[config.mk]
export PLATFORM = sky130hd
export DESIGN_NAME = ccg_top
export DESIGN_NICKNAME = d
export VERILOG_FILES = /design/src/core/ccg_placeholder_none.sv /design/src/core/ccg_pkg.sv /design/src/core/ccg_cal.sv /design/src/core/ccg_top.sv
export VERILOG_INCLUDE_DIRS = /design/src /design/src/core
export SDC_FILE = /design/constraint.sdc
export NUM_CORES = 1
export LEC_CHECK = 0
export CAP_MARGIN = 20
export CORE_UTILIZATION = 65
export DETAILED_ROUTE_END_ITERATION = 12
export DONT_BUFFER_PORTS = 1
export GPL_ROUTABILITY_DRIVEN = 1
export GPL_TIMING_DRIVEN = 0
export PLACE_DENSITY_LB_ADDON = 0.1
export SLEW_MARGIN = 5
export SYNTH_ARGS = -nofsm -noshare
export SYNTH_HDL_FRONTEND = slang
export SYNTH_SLANG_ARGS = --single-unit
[constraint.sdc]
create_clock -name pclk -period 4.7 [get_ports pclk]
set_input_delay 0.47 -clock pclk [delete_from_list [all_inputs] [get_ports pclk]]
set_output_delay 0.47 -clock pclk [all_outputs]
set_load 0.02 [all_outputs]
[src/core/ccg_defines.svh]
`ifndef CCG_DEFINES_SVH
`define CCG_DEFINES_SVH

// ----------------------------------------
// Register indices (byte address is four times the index)
// ----------------------------------------
`define CCG_IDX_CAL_CTRL    32'h50001B60
`define CCG_IDX_CAL_WINDOW  32'h50001B62
`define CCG_IDX_CAL_RES_LO  32'h50001B64
`define CCG_IDX_CAL_RES_HI  32'h50001B66
`define CCG_IDX_INT_STATUS  32'h50001B68
`define CCG_IDX_INT_MASK    32'h50001B6A
`define CCG_IDX_PER_CLK     32'h50001C04
`define CCG_IDX_PCM_DIV     32'h50001C40

// ----------------------------------------
// Field positions
// ----------------------------------------
`define CCG_CTRL_START      2
`define CCG_CTRL_SEL_HI     1
`define CCG_CTRL_SEL_LO     0
`define CCG_PER_ADC_SRC     11
`define CCG_PER_KBS_SRC     10
`define CCG_PER_I2C_SRC     9
`define CCG_PER_SPI_SRC     8
`define CCG_PER_KBS_GATE    5
`define CCG_PER_IR_GATE     4
`define CCG_PER_QUAD_GATE   3
`define CCG_PER_I2C_GATE    2
`define CCG_PER_SPI_GATE    1
`define CCG_PER_UART_GATE   0
`define CCG_PCM_SRC         13
`define CCG_PCM_EN          12
`define CCG_PCM_DIV_HI      11
`define CCG_INT_CAL_DONE    0

// ----------------------------------------
// Reset values and write masks
// ----------------------------------------
`define CCG_RST_REG         16'h0000
`define CCG_PER_WMASK       16'h0F3F
`define CCG_PCM_WMASK       16'h3FFF
`define CCG_INT_WMASK       16'h0001

// ----------------------------------------
// Timing
// ----------------------------------------
`define CCG_MAIN_DIV_RATIO  8'h04

`endif

[src/core/ccg_placeholder_none.sv]
`default_nettype none
`default_nettype wire

[src/core/ccg_pkg.sv]
`default_nettype none

package ccg_pkg;

	// ----------------------------------------
	// Calibration types
	// ----------------------------------------
	typedef enum {CAL_IDLE, CAL_WAIT, CAL_RUN} ccg_cal_state_e;

	typedef struct packed {
		logic [1:0]  sel;
		logic [15:0] window;
	} ccg_cal_req_s;

	typedef struct packed {
		logic        busy;
		logic        done;
		logic [31:0] count;
	} ccg_cal_res_s;

	// ----------------------------------------
	// Peripheral clock ticks
	// ----------------------------------------
	typedef struct packed {
		logic converter;
		logic key_scanner;
		logic infrared;
		logic quad_decoder;
		logic i2c;
		logic spi;
		logic uart;
	} ccg_per_ticks_s;

endpackage : ccg_pkg

`default_nettype wire

[src/core/ccg_cal.sv]
`include "ccg_defines.svh"
`default_nettype none

module ccg_cal (
	// Clock and reset
	input  wire logic                  pclk,
	input  wire logic                  presetn,
	// Reference clock pins
	input  wire logic [3:0]            ref_clk_pins,
	// Divided main clock tick
	input  wire logic                  main_div_tick,
	// Run request
	input  wire logic                  start,
	input  wire ccg_pkg::ccg_cal_req_s req,
	// Run result
	output var  ccg_pkg::ccg_cal_res_s res
);

	ccg_pkg::ccg_cal_state_e state_q;
	logic [3:0]              sync1_q;
	logic [3:0]              sync2_q;
	logic                    last_q;
	logic [1:0]              sel_q;
	logic [15:0]             remain_q;
	logic [31:0]             count_q;
	logic                    done_q;
	logic                    ref_edge;

	assign res.busy  = (state_q != ccg_pkg::CAL_IDLE);
	assign res.done  = done_q;
	assign res.count = count_q;

	// ----------------------------------------
	// Reference edge detection
	// ----------------------------------------
	always_ff @(posedge pclk or negedge presetn) begin
		if (!presetn) begin
			sync1_q <= 4'h0;
			sync2_q <= 4'h0;
		end else begin
			sync1_q <= ref_clk_pins;
			sync2_q <= sync1_q;
		end
	end

	always_ff @(posedge pclk or negedge presetn) begin
		if (!presetn) begin
			last_q <= 1'b0;
		end else if (state_q == ccg_pkg::CAL_IDLE) begin
			last_q <= sync2_q[req.sel];
		end else begin
			last_q <= sync2_q[sel_q];
		end
	end

	assign ref_edge = sync2_q[sel_q] & ~last_q;

	// ----------------------------------------
	// Run sequence
	// ----------------------------------------
	always_ff @(posedge pclk or negedge presetn) begin
		if (!presetn) begin
			state_q <= ccg_pkg::CAL_IDLE;
			sel_q   <= 2'h0;
		end else begin
			unique case (state_q)
				ccg_pkg::CAL_IDLE: begin
					if (start) begin
						state_q <= ccg_pkg::CAL_WAIT;
						sel_q   <= req.sel;
					end
				end
				ccg_pkg::CAL_WAIT: begin
					if (ref_edge) begin
						state_q <= ccg_pkg::CAL_RUN;
					end
				end
				ccg_pkg::CAL_RUN: begin
					if (ref_edge && remain_q <= 16'h0001) begin
						state_q <= ccg_pkg::CAL_IDLE;
					end
				end
			endcase
		end
	end

	always_ff @(posedge pclk or negedge presetn) begin
		if (!presetn) begin
			remain_q <= 16'h0000;
		end else if (state_q == ccg_pkg::CAL_IDLE && start) begin
			remain_q <= (req.window == 16'h0000) ? 16'h0001 : req.window;
		end else if (state_q == ccg_pkg::CAL_RUN && ref_edge && remain_q > 16'h0001) begin
			remain_q <= remain_q - 16'h0001;
		end
	end

	always_ff @(posedge pclk or negedge presetn) begin
		if (!presetn) begin
			count_q <= 32'h00000000;
		end else if (state_q == ccg_pkg::CAL_IDLE && start) begin
			count_q <= 32'h00000000;
		end else if (state_q == ccg_pkg::CAL_RUN && main_div_tick) begin
			count_q <= count_q + 32'h00000001;
		end
	end

	always_ff @(posedge pclk or negedge presetn) begin
		if (!presetn) begin
			done_q <= 1'b0;
		end else begin
			done_q <= (state_q == ccg_pkg::CAL_RUN) && ref_edge && (remain_q <= 16'h0001);
		end
	end
endmodule : ccg_cal

`default_nettype wire

[src/core/ccg_top.sv]
`include "ccg_defines.svh"
`default_nettype none

// Function
// - Writing one to the start bit begins a run, and the bit reads zero again once the result is valid.
// - The two-bit source field picks the calibrated clock: 32 kHz RC, 16 MHz RC, 32 kHz crystal, 11.7 kHz RC.
// - The 16-bit window count is decremented down to one, one step per reference period.
// - Divided main clock cycles in the window are counted, the low half readable in one register.
// - The upper half of that count is readable in a second register, forming a 32-bit result.
// - Each source select bit routes the undivided main clock when one and the divided one when zero.
// - Gate bits 5 to 0 switch the key scanner, infrared, quadrature, I2C, SPI and UART clocks, all off at reset.
// - The voice-port clock comes from a 12-bit divider when its gate bit is set, divider written first or together.

module ccg_top (
	// Clock and reset
	input  wire logic                    pclk,
	input  wire logic                    presetn,
	// APB slave
	input  wire logic                    psel,
	input  wire logic                    penable,
	input  wire logic                    pwrite,
	input  wire logic [31:0]             paddr,
	input  wire logic [31:0]             pwdata,
	output logic      [31:0]             prdata,
	output logic                         pready,
	output logic                         pslverr,
	// Reference clock pins: 32k RC, 16M RC, 32k crystal, low rate RC
	input  wire logic [3:0]              ref_clk_pins,
	// Interrupt
	output logic                         irq,
	// Peripheral clock ticks and voice-port clock
	output ccg_pkg::ccg_per_ticks_s      per_ticks,
	output logic                         voice_port_clk
);

	// ----------------------------------------
	// Declarations
	// ----------------------------------------
	logic                  pready_q;
	logic [15:0]           prdata_q;
	logic                  pslverr_q;
	logic [1:0]            ctrl_sel_q;
	logic [15:0]           window_q;
	logic [15:0]           per_q;
	logic [15:0]           pcm_q;
	logic [15:0]           int_status_q;
	logic [15:0]           int_mask_q;
	logic                  irq_q;
	logic                  start_q;
	logic [7:0]            main_div_cnt_q;
	logic                  divided_main_clock;
	ccg_pkg::ccg_per_ticks_s ticks_q;
	logic [11:0]           pcm_cnt_q;
	logic                  pcm_clk_q;
	logic                  pcm_tick;
	logic                  access;
	logic                  take;
	logic                  wr;
	logic                  mapped;
	logic [15:0]           rdata;
	logic [15:0]           int_set;
	logic [15:0]           int_clr;
	ccg_pkg::ccg_cal_req_s cal_req;
	ccg_pkg::ccg_cal_res_s cal_res;

	// ----------------------------------------
	// Helpers
	// ----------------------------------------
	function automatic logic hit(input logic [31:0] addr, input logic [31:0] idx);
		hit = (addr[31:2] == idx[29:0]) && (addr[1:0] == 2'h0);
	endfunction : hit

	function automatic logic src_tick(input logic undivided, input logic divided);
		src_tick = undivided | divided;
	endfunction : src_tick

	// ----------------------------------------
	// APB slave
	// ----------------------------------------
	assign access = psel & penable;
	assign take   = access & pready_q;
	assign wr     = take & pwrite;

	assign mapped = hit(paddr, `CCG_IDX_CAL_CTRL)   | hit(paddr, `CCG_IDX_CAL_WINDOW) |
	                hit(paddr, `CCG_IDX_CAL_RES_LO) | hit(paddr, `CCG_IDX_CAL_RES_HI) |
	                hit(paddr, `CCG_IDX_INT_STATUS) | hit(paddr, `CCG_IDX_INT_MASK)   |
	                hit(paddr, `CCG_IDX_PER_CLK)    | hit(paddr, `CCG_IDX_PCM_DIV);

	always_comb begin
		rdata = 16'h0000;
		if (hit(paddr, `CCG_IDX_CAL_CTRL)) begin
			rdata[`CCG_CTRL_START] = cal_res.busy | start_q;
			rdata[`CCG_CTRL_SEL_HI:`CCG_CTRL_SEL_LO] = ctrl_sel_q;
		end else if (hit(paddr, `CCG_IDX_CAL_WINDOW)) begin
			rdata = window_q;
		end else if (hit(paddr, `CCG_IDX_CAL_RES_LO)) begin
			rdata = cal_res.count[15:0];
		end else if (hit(paddr, `CCG_IDX_CAL_RES_HI)) begin
			rdata = cal_res.count[31:16];
		end else if (hit(paddr, `CCG_IDX_INT_STATUS)) begin
			rdata = int_status_q;
		end else if (hit(paddr, `CCG_IDX_INT_MASK)) begin
			rdata = int_mask_q;
		end else if (hit(paddr, `CCG_IDX_PER_CLK)) begin
			rdata = per_q;
		end else if (hit(paddr, `CCG_IDX_PCM_DIV)) begin
			rdata = pcm_q;
		end
	end

	always_ff @(posedge pclk or negedge presetn) begin
		if (!presetn) begin
			pready_q <= 1'b0;
		end else begin
			pready_q <= access & ~pready_q;
		end
	end

	always_ff @(posedge pclk or negedge presetn) begin
		if (!presetn) begin
			prdata_q  <= 16'h0000;
			pslverr_q <= 1'b0;
		end else if (access && !pready_q) begin
			prdata_q  <= pwrite ? 16'h0000 : rdata;
			pslverr_q <= ~mapped;
		end else if (!access) begin
			prdata_q  <= 16'h0000;
			pslverr_q <= 1'b0;
		end
	end

	assign pready  = pready_q;
	assign pslverr = pslverr_q;
	assign prdata  = {16'h0000, prdata_q};

	// ----------------------------------------
	// Calibration registers
	// ----------------------------------------
	always_ff @(posedge pclk or negedge presetn) begin
		if (!presetn) begin
			ctrl_sel_q <= 2'h0;
		end else if (wr && hit(paddr, `CCG_IDX_CAL_CTRL)) begin
			ctrl_sel_q <= pwdata[`CCG_CTRL_SEL_HI:`CCG_CTRL_SEL_LO];
		end
	end

	always_ff @(posedge pclk or negedge presetn) begin
		if (!presetn) begin
			window_q <= `CCG_RST_REG;
		end else if (wr && hit(paddr, `CCG_IDX_CAL_WINDOW)) begin
			window_q <= pwdata[15:0];
		end
	end

	always_ff @(posedge pclk or negedge presetn) begin
		if (!presetn) begin
			start_q <= 1'b0;
		end else begin
			start_q <= wr && hit(paddr, `CCG_IDX_CAL_CTRL) && pwdata[`CCG_CTRL_START] &&
			           !cal_res.busy && !start_q;
		end
	end

	assign cal_req.sel    = ctrl_sel_q;
	assign cal_req.window = window_q;

	ccg_cal i_ccg_cal (
		.pclk          (pclk),
		.presetn       (presetn),
		.ref_clk_pins  (ref_clk_pins),
		.main_div_tick (divided_main_clock),
		.start         (start_q),
		.req           (cal_req),
		.res           (cal_res)
	);

	// ----------------------------------------
	// Interrupt
	// ----------------------------------------
	assign int_set = {15'h0000, cal_res.done};
	assign int_clr = (wr && hit(paddr, `CCG_IDX_INT_STATUS)) ?
	                 (pwdata[15:0] & `CCG_INT_WMASK) : 16'h0000;

	always_ff @(posedge pclk or negedge presetn) begin
		if (!presetn) begin
			int_status_q <= `CCG_RST_REG;
		end else begin
			int_status_q <= (int_status_q & ~int_clr) | int_set;
		end
	end

	always_ff @(posedge pclk or negedge presetn) begin
		if (!presetn) begin
			int_mask_q <= `CCG_RST_REG;
		end else if (wr && hit(paddr, `CCG_IDX_INT_MASK)) begin
			int_mask_q <= pwdata[15:0] & `CCG_INT_WMASK;
		end
	end

	always_ff @(posedge pclk or negedge presetn) begin
		if (!presetn) begin
			irq_q <= 1'b0;
		end else begin
			irq_q <= |(int_status_q & int_mask_q);
		end
	end

	assign irq = irq_q;

	// ----------------------------------------
	// Divided main clock
	// ----------------------------------------
	always_ff @(posedge pclk or negedge presetn) begin
		if (!presetn) begin
			main_div_cnt_q <= 8'h00;
		end else if (divided_main_clock) begin
			main_div_cnt_q <= 8'h00;
		end else begin
			main_div_cnt_q <= main_div_cnt_q + 8'h01;
		end
	end

	assign divided_main_clock = (main_div_cnt_q == (`CCG_MAIN_DIV_RATIO - 8'h01));

	// ----------------------------------------
	// Peripheral clocks
	// ----------------------------------------
	always_ff @(posedge pclk or negedge presetn) begin
		if (!presetn) begin
			per_q <= `CCG_RST_REG;
		end else if (wr && hit(paddr, `CCG_IDX_PER_CLK)) begin
			per_q <= pwdata[15:0] & `CCG_PER_WMASK;
		end
	end

	always_ff @(posedge pclk or negedge presetn) begin
		if (!presetn) begin
			ticks_q <= '0;
		end else begin
			ticks_q.converter    <= src_tick(per_q[`CCG_PER_ADC_SRC], divided_main_clock);
			ticks_q.key_scanner  <= per_q[`CCG_PER_KBS_GATE] &
			                        src_tick(per_q[`CCG_PER_KBS_SRC], divided_main_clock);
			ticks_q.infrared     <= per_q[`CCG_PER_IR_GATE] & divided_main_clock;
			ticks_q.quad_decoder <= per_q[`CCG_PER_QUAD_GATE] & divided_main_clock;
			ticks_q.i2c          <= per_q[`CCG_PER_I2C_GATE] &
			                        src_tick(per_q[`CCG_PER_I2C_SRC], divided_main_clock);
			ticks_q.spi          <= per_q[`CCG_PER_SPI_GATE] &
			                        src_tick(per_q[`CCG_PER_SPI_SRC], divided_main_clock);
			ticks_q.uart         <= per_q[`CCG_PER_UART_GATE] & divided_main_clock;
		end
	end

	assign per_ticks = ticks_q;

	// ----------------------------------------
	// Voice-port clock
	// ----------------------------------------
	always_ff @(posedge pclk or negedge presetn) begin
		if (!presetn) begin
			pcm_q <= `CCG_RST_REG;
		end else if (wr && hit(paddr, `CCG_IDX_PCM_DIV)) begin
			pcm_q <= pwdata[15:0] & `CCG_PCM_WMASK;
		end
	end

	assign pcm_tick = src_tick(pcm_q[`CCG_PCM_SRC], divided_main_clock);

	always_ff @(posedge pclk or negedge presetn) begin
		if (!presetn) begin
			pcm_cnt_q <= 12'h000;
			pcm_clk_q <= 1'b0;
		end else if (!pcm_q[`CCG_PCM_EN]) begin
			pcm_cnt_q <= 12'h000;
			pcm_clk_q <= 1'b0;
		end else if (pcm_tick && pcm_q[`CCG_PCM_DIV_HI:0] != 12'h000) begin
			if (pcm_cnt_q + 12'h001 >= pcm_q[`CCG_PCM_DIV_HI:0]) begin
				pcm_cnt_q <= 12'h000;
				pcm_clk_q <= ~pcm_clk_q;
			end else begin
				pcm_cnt_q <= pcm_cnt_q + 12'h001;
			end
		end
	end

	assign voice_port_clk = pcm_clk_q;
endmodule : ccg_top

`default_nettype wire

After elaboration in Yosys (flattened, before gate mapping)
Index checks and enable logic that the tools add are counted.
Storage, ports and cells
  register bits: 199
  bits in latches: 0
  bits in writable memories: 0
  ROM bits: 0
  input bits: 73
  output and inout bits: 43
  logic and storage cells: 164
  memories: 0
Cells by class
  add/sub/neg operators: 4
  $mul: 0
  divide/modulo/power cells: 0
  $lt $le $gt $ge: 5
  equality and inequality tests: 18
  shifts and indexed selects: 0
  mux-type cells: 36
  bitwise gates (word level): 32
  reduce and logical (&&, ||, !) cells: 40
Operators with widths (count)
  $eq 30x29->1 const B: 8
  $mux 16: 12
  $mux 32: 5
  $pmux 32 s3: 1
  $logic_not 32->1: 2
  $mux 12: 3
  $add 32x1->32 const B: 1
  $eq 32x1->1 const B: 1
  $eq 32x2->1 const B: 1
  $eq 32x3->1 const B: 1
  $reduce_bool 32->1: 1
  $logic_and 1x1->1: 25
  $and 16x1->16: 1
  $and 16x16->16: 1
  $gt 16x1->1 const B: 1
  $le 16x1->1 const B: 1
  $logic_not 16->1: 1
  $not 1->16: 1
  $or 16x1->16: 1
  $reduce_or 16->1: 1
  $sub 16x1->16 const B: 1
  $mux 14: 1
  $mux 13: 1
  $or 1x1->1: 13
  other kinds (19): 50

Depth between registers and ports, before layout
Gate-level depths: netlist of run 1.
  word-level depth: 12
  mapped depth: 14
  depth with buffers taken out: 13

Cells and area by module
A second synthesis of run 1 with hierarchy kept.
Unflattened totals
  cells, all modules: 783
  area, all modules: 8321.7 um2
By module, submodules not included
  ccg_top: times used 1, cells an instance 457, area each 5123.7 um2, sequential area each 2302.2 um2
  ccg_cal: times used 1, cells an instance 326, area each 3198.1 um2, sequential area each 1551.5 um2

Worst setup path before layout of run 1
OpenSTA, ideal clock, no wires.
  kind: register to register
  from: reg pcm_cnt_q[0]
  to: reg pcm_cnt_q[2]
  library setup time: 66 ps
  arrival: 2731 ps
  required time: 4634 ps
  setup slack: 1903 ps
  stages on the path, launching flop included: 14
  path buffers: 1
  clock period less this slack: 2797 ps
  path through: dfrtp_1 -> ha_1 -> nand3_1 -> nor2_1 -> nand3_1 -> xnor2_1 -> ha_1 -> a2111o_1 -> nor2_1 -> o211ai_1 -> and2_1 -> nor3_1 -> buf_2 -> a22o_1
Between the ends
  word-level cells in the longest chain between the ends: 5
Ends and longest elaborated chain
  from (decl): RTL line ccg_top.sv:53  | logic [11:0] pcm_cnt_q;
  from (signal assigned): RTL line ccg_top.sv:280  | pcm_cnt_q <= pcm_cnt_q + 12'h001;
  $add 12x1->12 *: RTL line ccg_top.sv:276, ccg_top.sv:280
  $ge 12x12->1: RTL line ccg_top.sv:276  | if (pcm_cnt_q + 12'h001 >= pcm_q[`CCG_PCM_DIV_HI:0]) begin
  $mux 12 *: RTL line ccg_top.sv:276
  $mux 12 *: RTL line ccg_top.sv:275  | end else if (pcm_tick && pcm_q[`CCG_PCM_DIV_HI:0] != 12'h000) begin
  $mux 12 *: RTL line ccg_top.sv:272  | end else if (!pcm_q[`CCG_PCM_EN]) begin
Mark *: on every way between the ends. The rest lies on a longest branch, timed or not. The select of a mux whose other input is x is not followed.
A chain may end at the register's enable or synchronous reset.

Worst setup path after layout of run 1
  from: reg pcm_cnt_q[2]
  to: reg pcm_cnt_q[2]
Same word-level chain as after synthesis.

==> reports/qor.yml, run 1 <==
floorplan:
  chipHeight_um: 113
  fp.dieW_um: 113
  rows: 40
  die_area_mm2: 0.0127
  boundaryPins: 116
  start_util_pct: 66.7
  coreArea_mm2: 0.0120
global_route:
  grt.overflow.total: 0
  antenna_found_initial: 1
  grt_pass1_wl_um: 32300
  first_global_vias: 6111
  track_usage_pct: 33.8
  grt_max_degree: 155
drt:
  routed_wl_um: 20300
  post_drt_wl_per_cell_um: 21.1
  ant_nets: 0
  drc: 0
  viasPerCell: 6.52
  wl_met2_um: 9920
  wl_met3_um: 1460
  highest_layer: "met4"
  first_pass_iters: 5
  dr_total_vias: 6261
  drt-met1-wl_um: 8290
  drt_iter0_drc: 569
finish:
  area_growth_pct: 11.0
  drive_gt1_share_pct: 14.9
  fin_nets: 894
synthesis:
  async_reset_ff_share_pct: 100
  yosys.cell_count.top_type: "dfrtp_1"
  synth_edf_count: 0
  synthesis.area_mm2: 0.00797
  ys_seq_elements: 154
  synth.distinct_cells: 68
  synth.largest_area_cell: "dfrtp_1"
  synthCells: 766
  synth-warning-count: 0
  avgSynthCellArea_um2: 10.4
  yosysTopAreaCellShare_pct: 48.3
  synth_seq_area_share_pct: 48.3
  ys_top_cells_by_area: "dfrtp_1 48%, mux2_2 6.1%, nand2_1 3.3%"
  synth_common_cells: "154 x dfrtp_1, 70 x nand2_1, 54 x nor2_1"
  synthFlopType: "dfrtp_1"
cts:
  clock-sinks: 154
  htreeDepth: 4
  clock_path_buffers: 2
  cts_tree: "done"
  cts.clk_slew.worst_paths_ns: 0.06
  numCtsBuffers: 17
  clock-root-buffer: "clkbuf_16"
  insertion_delay_ns: 0.43
power_and_ir_drop:
  finalPower_mw: 2.86
  peakVddDrop_uv: 297
  p_per_area_mw_per_mm2: 323
  leakagePower_nw: 4.07
setup_path:
  start_kind: "register"
  r2r_slack_ns: 1.38
  cp_max_fo: 10
  reg2reg_from: "pcm_cnt_q[2]"
  critPathKind: "register to register"
  cpPeakStageDelay_ns: 0.46
  crit_buf_inv: 1
  cp_slowest_cell: "dfrtp_1"
  worstPathCellList: "and4_1, nand4_1, nor2_1, xor2_1, ha_1, a2111o_1, nor2_1, o211ai_1, and2_1, nor3_1, buf_2, a22o_1"
  worst_ep_arrival_time_ns: 3.68
  crit_top_cell: "nor2_1"
  crit_start: "pcm_cnt_q[2]"
  rr_worst_depth: 12
  end_kind: "register"
  timing.rr.end: "pcm_cnt_q[2]"
  crit_required_ns: 5.06
  path_delay_family: "simple AND/OR/NAND/NOR gates"
timing:
  drv_slew: 0
  layout_min_cycle_time_ns: 3.32
  slew_headroom_pct: 29.7
  finalCritPeriodShare_pct: 70.6
  fmax_mhz: 301
  finalHoldViolations: 5
  whs_ns: -0.00470
  setup_viol: 0
  worst_slack_ns: 1.38
  fin_tns_setup_ns: 0
  tightest_slew_ns: 1.04
  rsz0062_at_grt: "false"
  skew_ns: 0.00727
placed_design:
  routabilityCongestion: 0.967
  place_hpwl_um: 14400
  pre_cts_ws_ns: 1.42
  io_buffer_count: 0
hold_path:
  min-delay-path-class: "primary input to asynchronous set/reset pin"
outcome:
  violations: "negative hold slack"
  status: "complete, but fails checks"
run:
  max_cap_viol_count: 0
[how the worst max path moves through the flow]
stage                    endpoint  slack [ns]  cells past startpoint
finish               pcm_cnt_q[2]        1.38                     12
floorplan            pcm_cnt_q[2]        1.90                     13
detailed placement  pcm_cnt_q[11]        1.42                     12
global route         pcm_cnt_q[8]        1.19                     13
global placement     pcm_cnt_q[6]        1.52                     13
CTS                  pcm_cnt_q[2]        1.40                     12
[kinds of logic after synthesis]
kind of cell | synth area share (%)
AO/OA/AOI/OAI | 11.8
other | 0.0470
adder cells (fa/ha/maj) | 3.14
AND/OR/NAND/NOR | 18.2
flip-flops | 48.3
buffers and inverters | 4.57
XOR/XNOR | 6.59
multiplexers | 7.30
[layer usage]
metal	GRT usage (%)	up-vias
li1	-	2816
met1	43.1	3122
met2	55.4	274
met3	8.41	49
met4	14.4	0
met5	0	-
[report_power, final]
part | switching, mW | internal [mW] | leakage, nW
combinational | 0.0619 | 0.0270 | 1.65
clock | 0.548 | 0.876 | 0.292
sequential | 0.0116 | 1.34 | 2.13
[cell type report]
class | instances | area (µm²)
multi-input cells | 552 | 3810
flip-flops and latches | 154 | 3850
diodes | 1 | 2.50
inverters | 24 | 90.1
repair buffers | 1 | 27.5
clock inverters | 10 | 140
well taps | 147 | 184
plain buffers | 51 | 274
clock buffers | 21 | 470
fillers | 875 | 3110
[state kept, by name (all words and copies together), names as in the netlist, 2 cells and up]
name,cells
ctrl_sel_q,2
i_ccg_cal.count_q,32
i_ccg_cal.remain_q,16
i_ccg_cal.sel_q,2
i_ccg_cal.state_q,2
i_ccg_cal.sync1_q,4
i_ccg_cal.sync2_q,4
main_div_cnt_q,8
pcm_cnt_q,12
pcm_q,14
per_q,10
per_ticks,7
prdata_q,16
window_q,16
[metrics by stage]
stage / instance area (µm²) / util, % / cells / hold WS [ns]
after floorplan: 8030 / - / 781 / 0.174
after global placement: 8210 / 68.7 / 928 / 0.178
after detailed placement: 8210 / 68.7 / 928 / 0.179
after CTS: 8850 / 74.0 / 960 / 0.0582
after global routing: 8850 / 74.0 / 960 / 0.0551
final: 8850 / 74.0 / 961 / -0.00470
[cell usage in the layout (no fill, tap or decap), drive strengths merged, types with 10 or more instances in the layout]
cell and count:
nor2 54, nand3 29, and3 10, a22o 15, dfrtp 154, nor4 24
ha 20, a22oi 27, nand4 16, xnor2 30, mux2 45, buf 31
conb 16, nand2 70, xor2 30, o22ai 11, nor3 15, inv 26
clkbuf 42, a21oi 14, o21ai 35
[repair_timing]
| action | CTS | global route |
|---|---|---|
| endpoints found under the hold margin | 154 | 0 |
| gates resized for setup | 0 | 0 |
| hold buffers | 1 | 0 |
| setup buffers | 0 | 0 |
[worst register-to-register path, stage by stage (launching register included)]
cell	delay (ns)
dfrtp_1	0.46
and4_1	0.24
nand4_1	0.23
nor2_1	0.20
xor2_1	0.29
ha_1	0.31
a2111o_1	0.39
nor2_1	0.10
o211ai_1	0.12
and2_1	0.22
nor3_1	0.25
buf_2	0.28
a22o_1	0.18
No activity file was read; power rests on OpenSTA's default activity.
==> run 2: changes to the inputs <==
Settings changed: CORE_UTILIZATION 65 to 64.
Clock period 4.7 ns to 3.48 ns, I/O delays scaled along.
==> reports/qor.yml, run 2 (synthesis results as in run 1) <==
setup_path:
  worst_ep_arrival_time_ns: 3.55  # -0.13 ns
  crit_buf_inv: 1  # unchanged
  path_delay_family: "simple AND/OR/NAND/NOR gates"
  cpPeakStageDelay_ns: 0.43  # -0.03 ns
  cp_slowest_cell: "dfrtp_1"
  cp_max_fo: 10  # unchanged
  r2r_slack_ns: 0.29  # -1.09 ns
  crit_required_ns: 3.84  # -1.22 ns
  critPathKind: "register to register"
  worstPathCellList: "and4_1, nand4_1, nor2_1, xor2_1, ha_1, a2111o_1, nor2_1, o211ai_1, and2_1, nor3_2, clkbuf_4, a22o_1"
  crit_top_cell: "nor2_1"
  start_kind: "register"
  end_kind: "register"
floorplan:
  rows: 40  # unchanged
  fp.dieW_um: 114  # +0.76%
  coreArea_mm2: 0.0121  # +0.84%
  start_util_pct: 66.1  # -0.55 points
  die_area_mm2: 0.0129  # +1.5%
  boundaryPins: 116  # unchanged
  chipHeight_um: 114  # +0.76%
power_and_ir_drop:
  leakagePower_nw: 4.07  # about the same
  peakVddDrop_uv: 338  # +14%
  p_per_area_mw_per_mm2: 425  # +31%
cts:
  numCtsBuffers: 17  # unchanged
  clock-sinks: 154  # unchanged
  htreeDepth: 4  # unchanged
  cts_tree: "done"
  cts.clk_slew.worst_paths_ns: 0.06  # about the same
  insertion_delay_ns: 0.43  # about the same
  cts_hold_buf: 4  # +3
  clock_path_buffers: 2  # unchanged
  clock-root-buffer: "clkbuf_16"
placed_design:
  dpl-instance-area_mm2: 0.00824  # +0.32%
  place_inst: 949  # +2.3%
  pre_cts_ws_ns: 0.235  # -1.19 ns
  place_hpwl_um: 14500  # +0.72%
  routabilityCongestion: 0.925  # -4.3%
  io_buffer_count: 0  # unchanged
finish:
  fill_cells: 859  # -1.8%
  regMostFlops: "i_ccg_cal.count_q"
  area_growth_pct: 11.4
  final_common_cell: "dfrtp_1"
  regArea_mm2: 0.00385  # unchanged
  post-route-util_pct: 73.6  # -0.40 points
  fin_nets: 897  # +0.34%
  largest_reg_flops: 32  # unchanged
  layout_common_cells: "154 x dfrtp_1, 70 x nand2_1, 53 x nor2_1, 43 x mux2_2"
  fin_area_mm2: 0.00888  # +0.30%
  drive_gt1_share_pct: 15.0  # +0.068 points
  fin_cells: 984  # +2.4%
  diodes: 0  # -1
  multi_input_area_mm2: 0.00382  # +0.20%
timing:
  skew_ns: 0.00837  # +0.00110 ns
  finalCritPeriodShare_pct: 91.8  # +21 points
  slew_headroom_pct: 29.8  # +0.12 points
  drv_slew: 0  # unchanged
  rsz0062_at_grt: "false"
  whs_ns: -0.385  # -0.380 ns
  layout_min_cycle_time_ns: 3.19  # -0.126 ns
  fin_tns_setup_ns: 0  # unchanged
  finalHoldViolations: 154  # +149
  setup_viol: 0  # unchanged
  tightest_slew_ns: 1.04  # -0.00178 ns
  worst_slack_ns: 0.287  # -1.09 ns
  fmax_mhz: 313  # +3.9%
drt:
  dr_total_vias: 6310  # +0.78%
  first_pass_iters: 6  # +1
  drt_iter0_drc: 650  # +14%
  post_drt_wl_per_cell_um: 20.7  # -2.1%
  routed_wl_um: 20400  # +0.28%
  viasPerCell: 6.41  # -1.6%
  drc: 0  # unchanged
  ant_nets: 0  # unchanged
global_route:
  grt_pass1_wl_um: 32400  # +0.25%
  track_usage_pct: 33.1  # -0.67 points
  first_global_vias: 6172  # +1.0%
  grt.overflow.total: 0  # unchanged
  grt_max_degree: 155  # unchanged
  antenna_found_initial: 0  # -1
outcome:
  violations: "negative hold slack"
  status: "complete, but fails checks"
run:
  max_cap_viol_count: 0  # unchanged
hold_path:
  min-delay-path-class: "primary input to asynchronous set/reset pin"
-- run 2: path summary, 6_finish.rpt --
path	start	endpoint	cells after the start
max	pcm_cnt_q[2]	pcm_cnt_q[2]	12
min	presetn	i_ccg_cal.sel_q[0]	0
max reg2reg	pcm_cnt_q[2]	pcm_cnt_q[2]	12
min reg2reg	i_ccg_cal.sync1_q[1]	i_ccg_cal.sync2_q[1]	0
max in group asynchronous	presetn	i_ccg_cal.count_q[25]	0
min in group pclk	pwdata[0]	ctrl_sel_q[0]	2
-- run 2: power breakdown --
group | leakage, nW | total (mW) | internal [mW] | switching (mW)
sequential | 2.13 | 1.82 | 1.81 | 0.0151
combinational | 1.65 | 0.0881 | 0.0367 | 0.0514
clock | 0.289 | 1.87 | 1.14 | 0.727
total | 4.07 | 3.77 | 2.98 | 0.793
-- run 2: timing repair --
item                                    CTS  global route
gates resized for setup                   0             3
setup buffers                             0             0
endpoints found under the setup margin    0            10
hold endpoints to repair                158           154
-- run 2: metal layers --
metal,up-vias,track usage (%),part of all wire (%)
met5,-,0,0
met4,0,13.9,3.2
met3,47,6.96,6.8
met2,286,52.7,48
met1,3177,44.4,42
li1,2800,-,-
-- run 2: area by class of cell --
| cell class | instances | area share, % |
|---|---|---|
| flip-flops and latches | 154 | 43.4 |
| multi-input cells | 552 | 43.0 |
| clock buffers | 19 | 4.99 |
| plain buffers | 51 | 3.11 |
| well taps | 168 | 2.37 |
| clock inverters | 12 | 1.66 |
| inverters | 24 | 1.01 |
| repair buffers | 4 | 0.451 |
-- run 2: metrics by stage --
stage	hold slack [ns]	total power, mW
2_1_floorplan	0.0524	1.92
3_3_place_gp	0.0561	1.93
3_5_place_dp	0.0559	1.94
4_1_cts	-0.392	3.79
5_1_grt	-0.401	3.88
6_report	-0.385	3.77
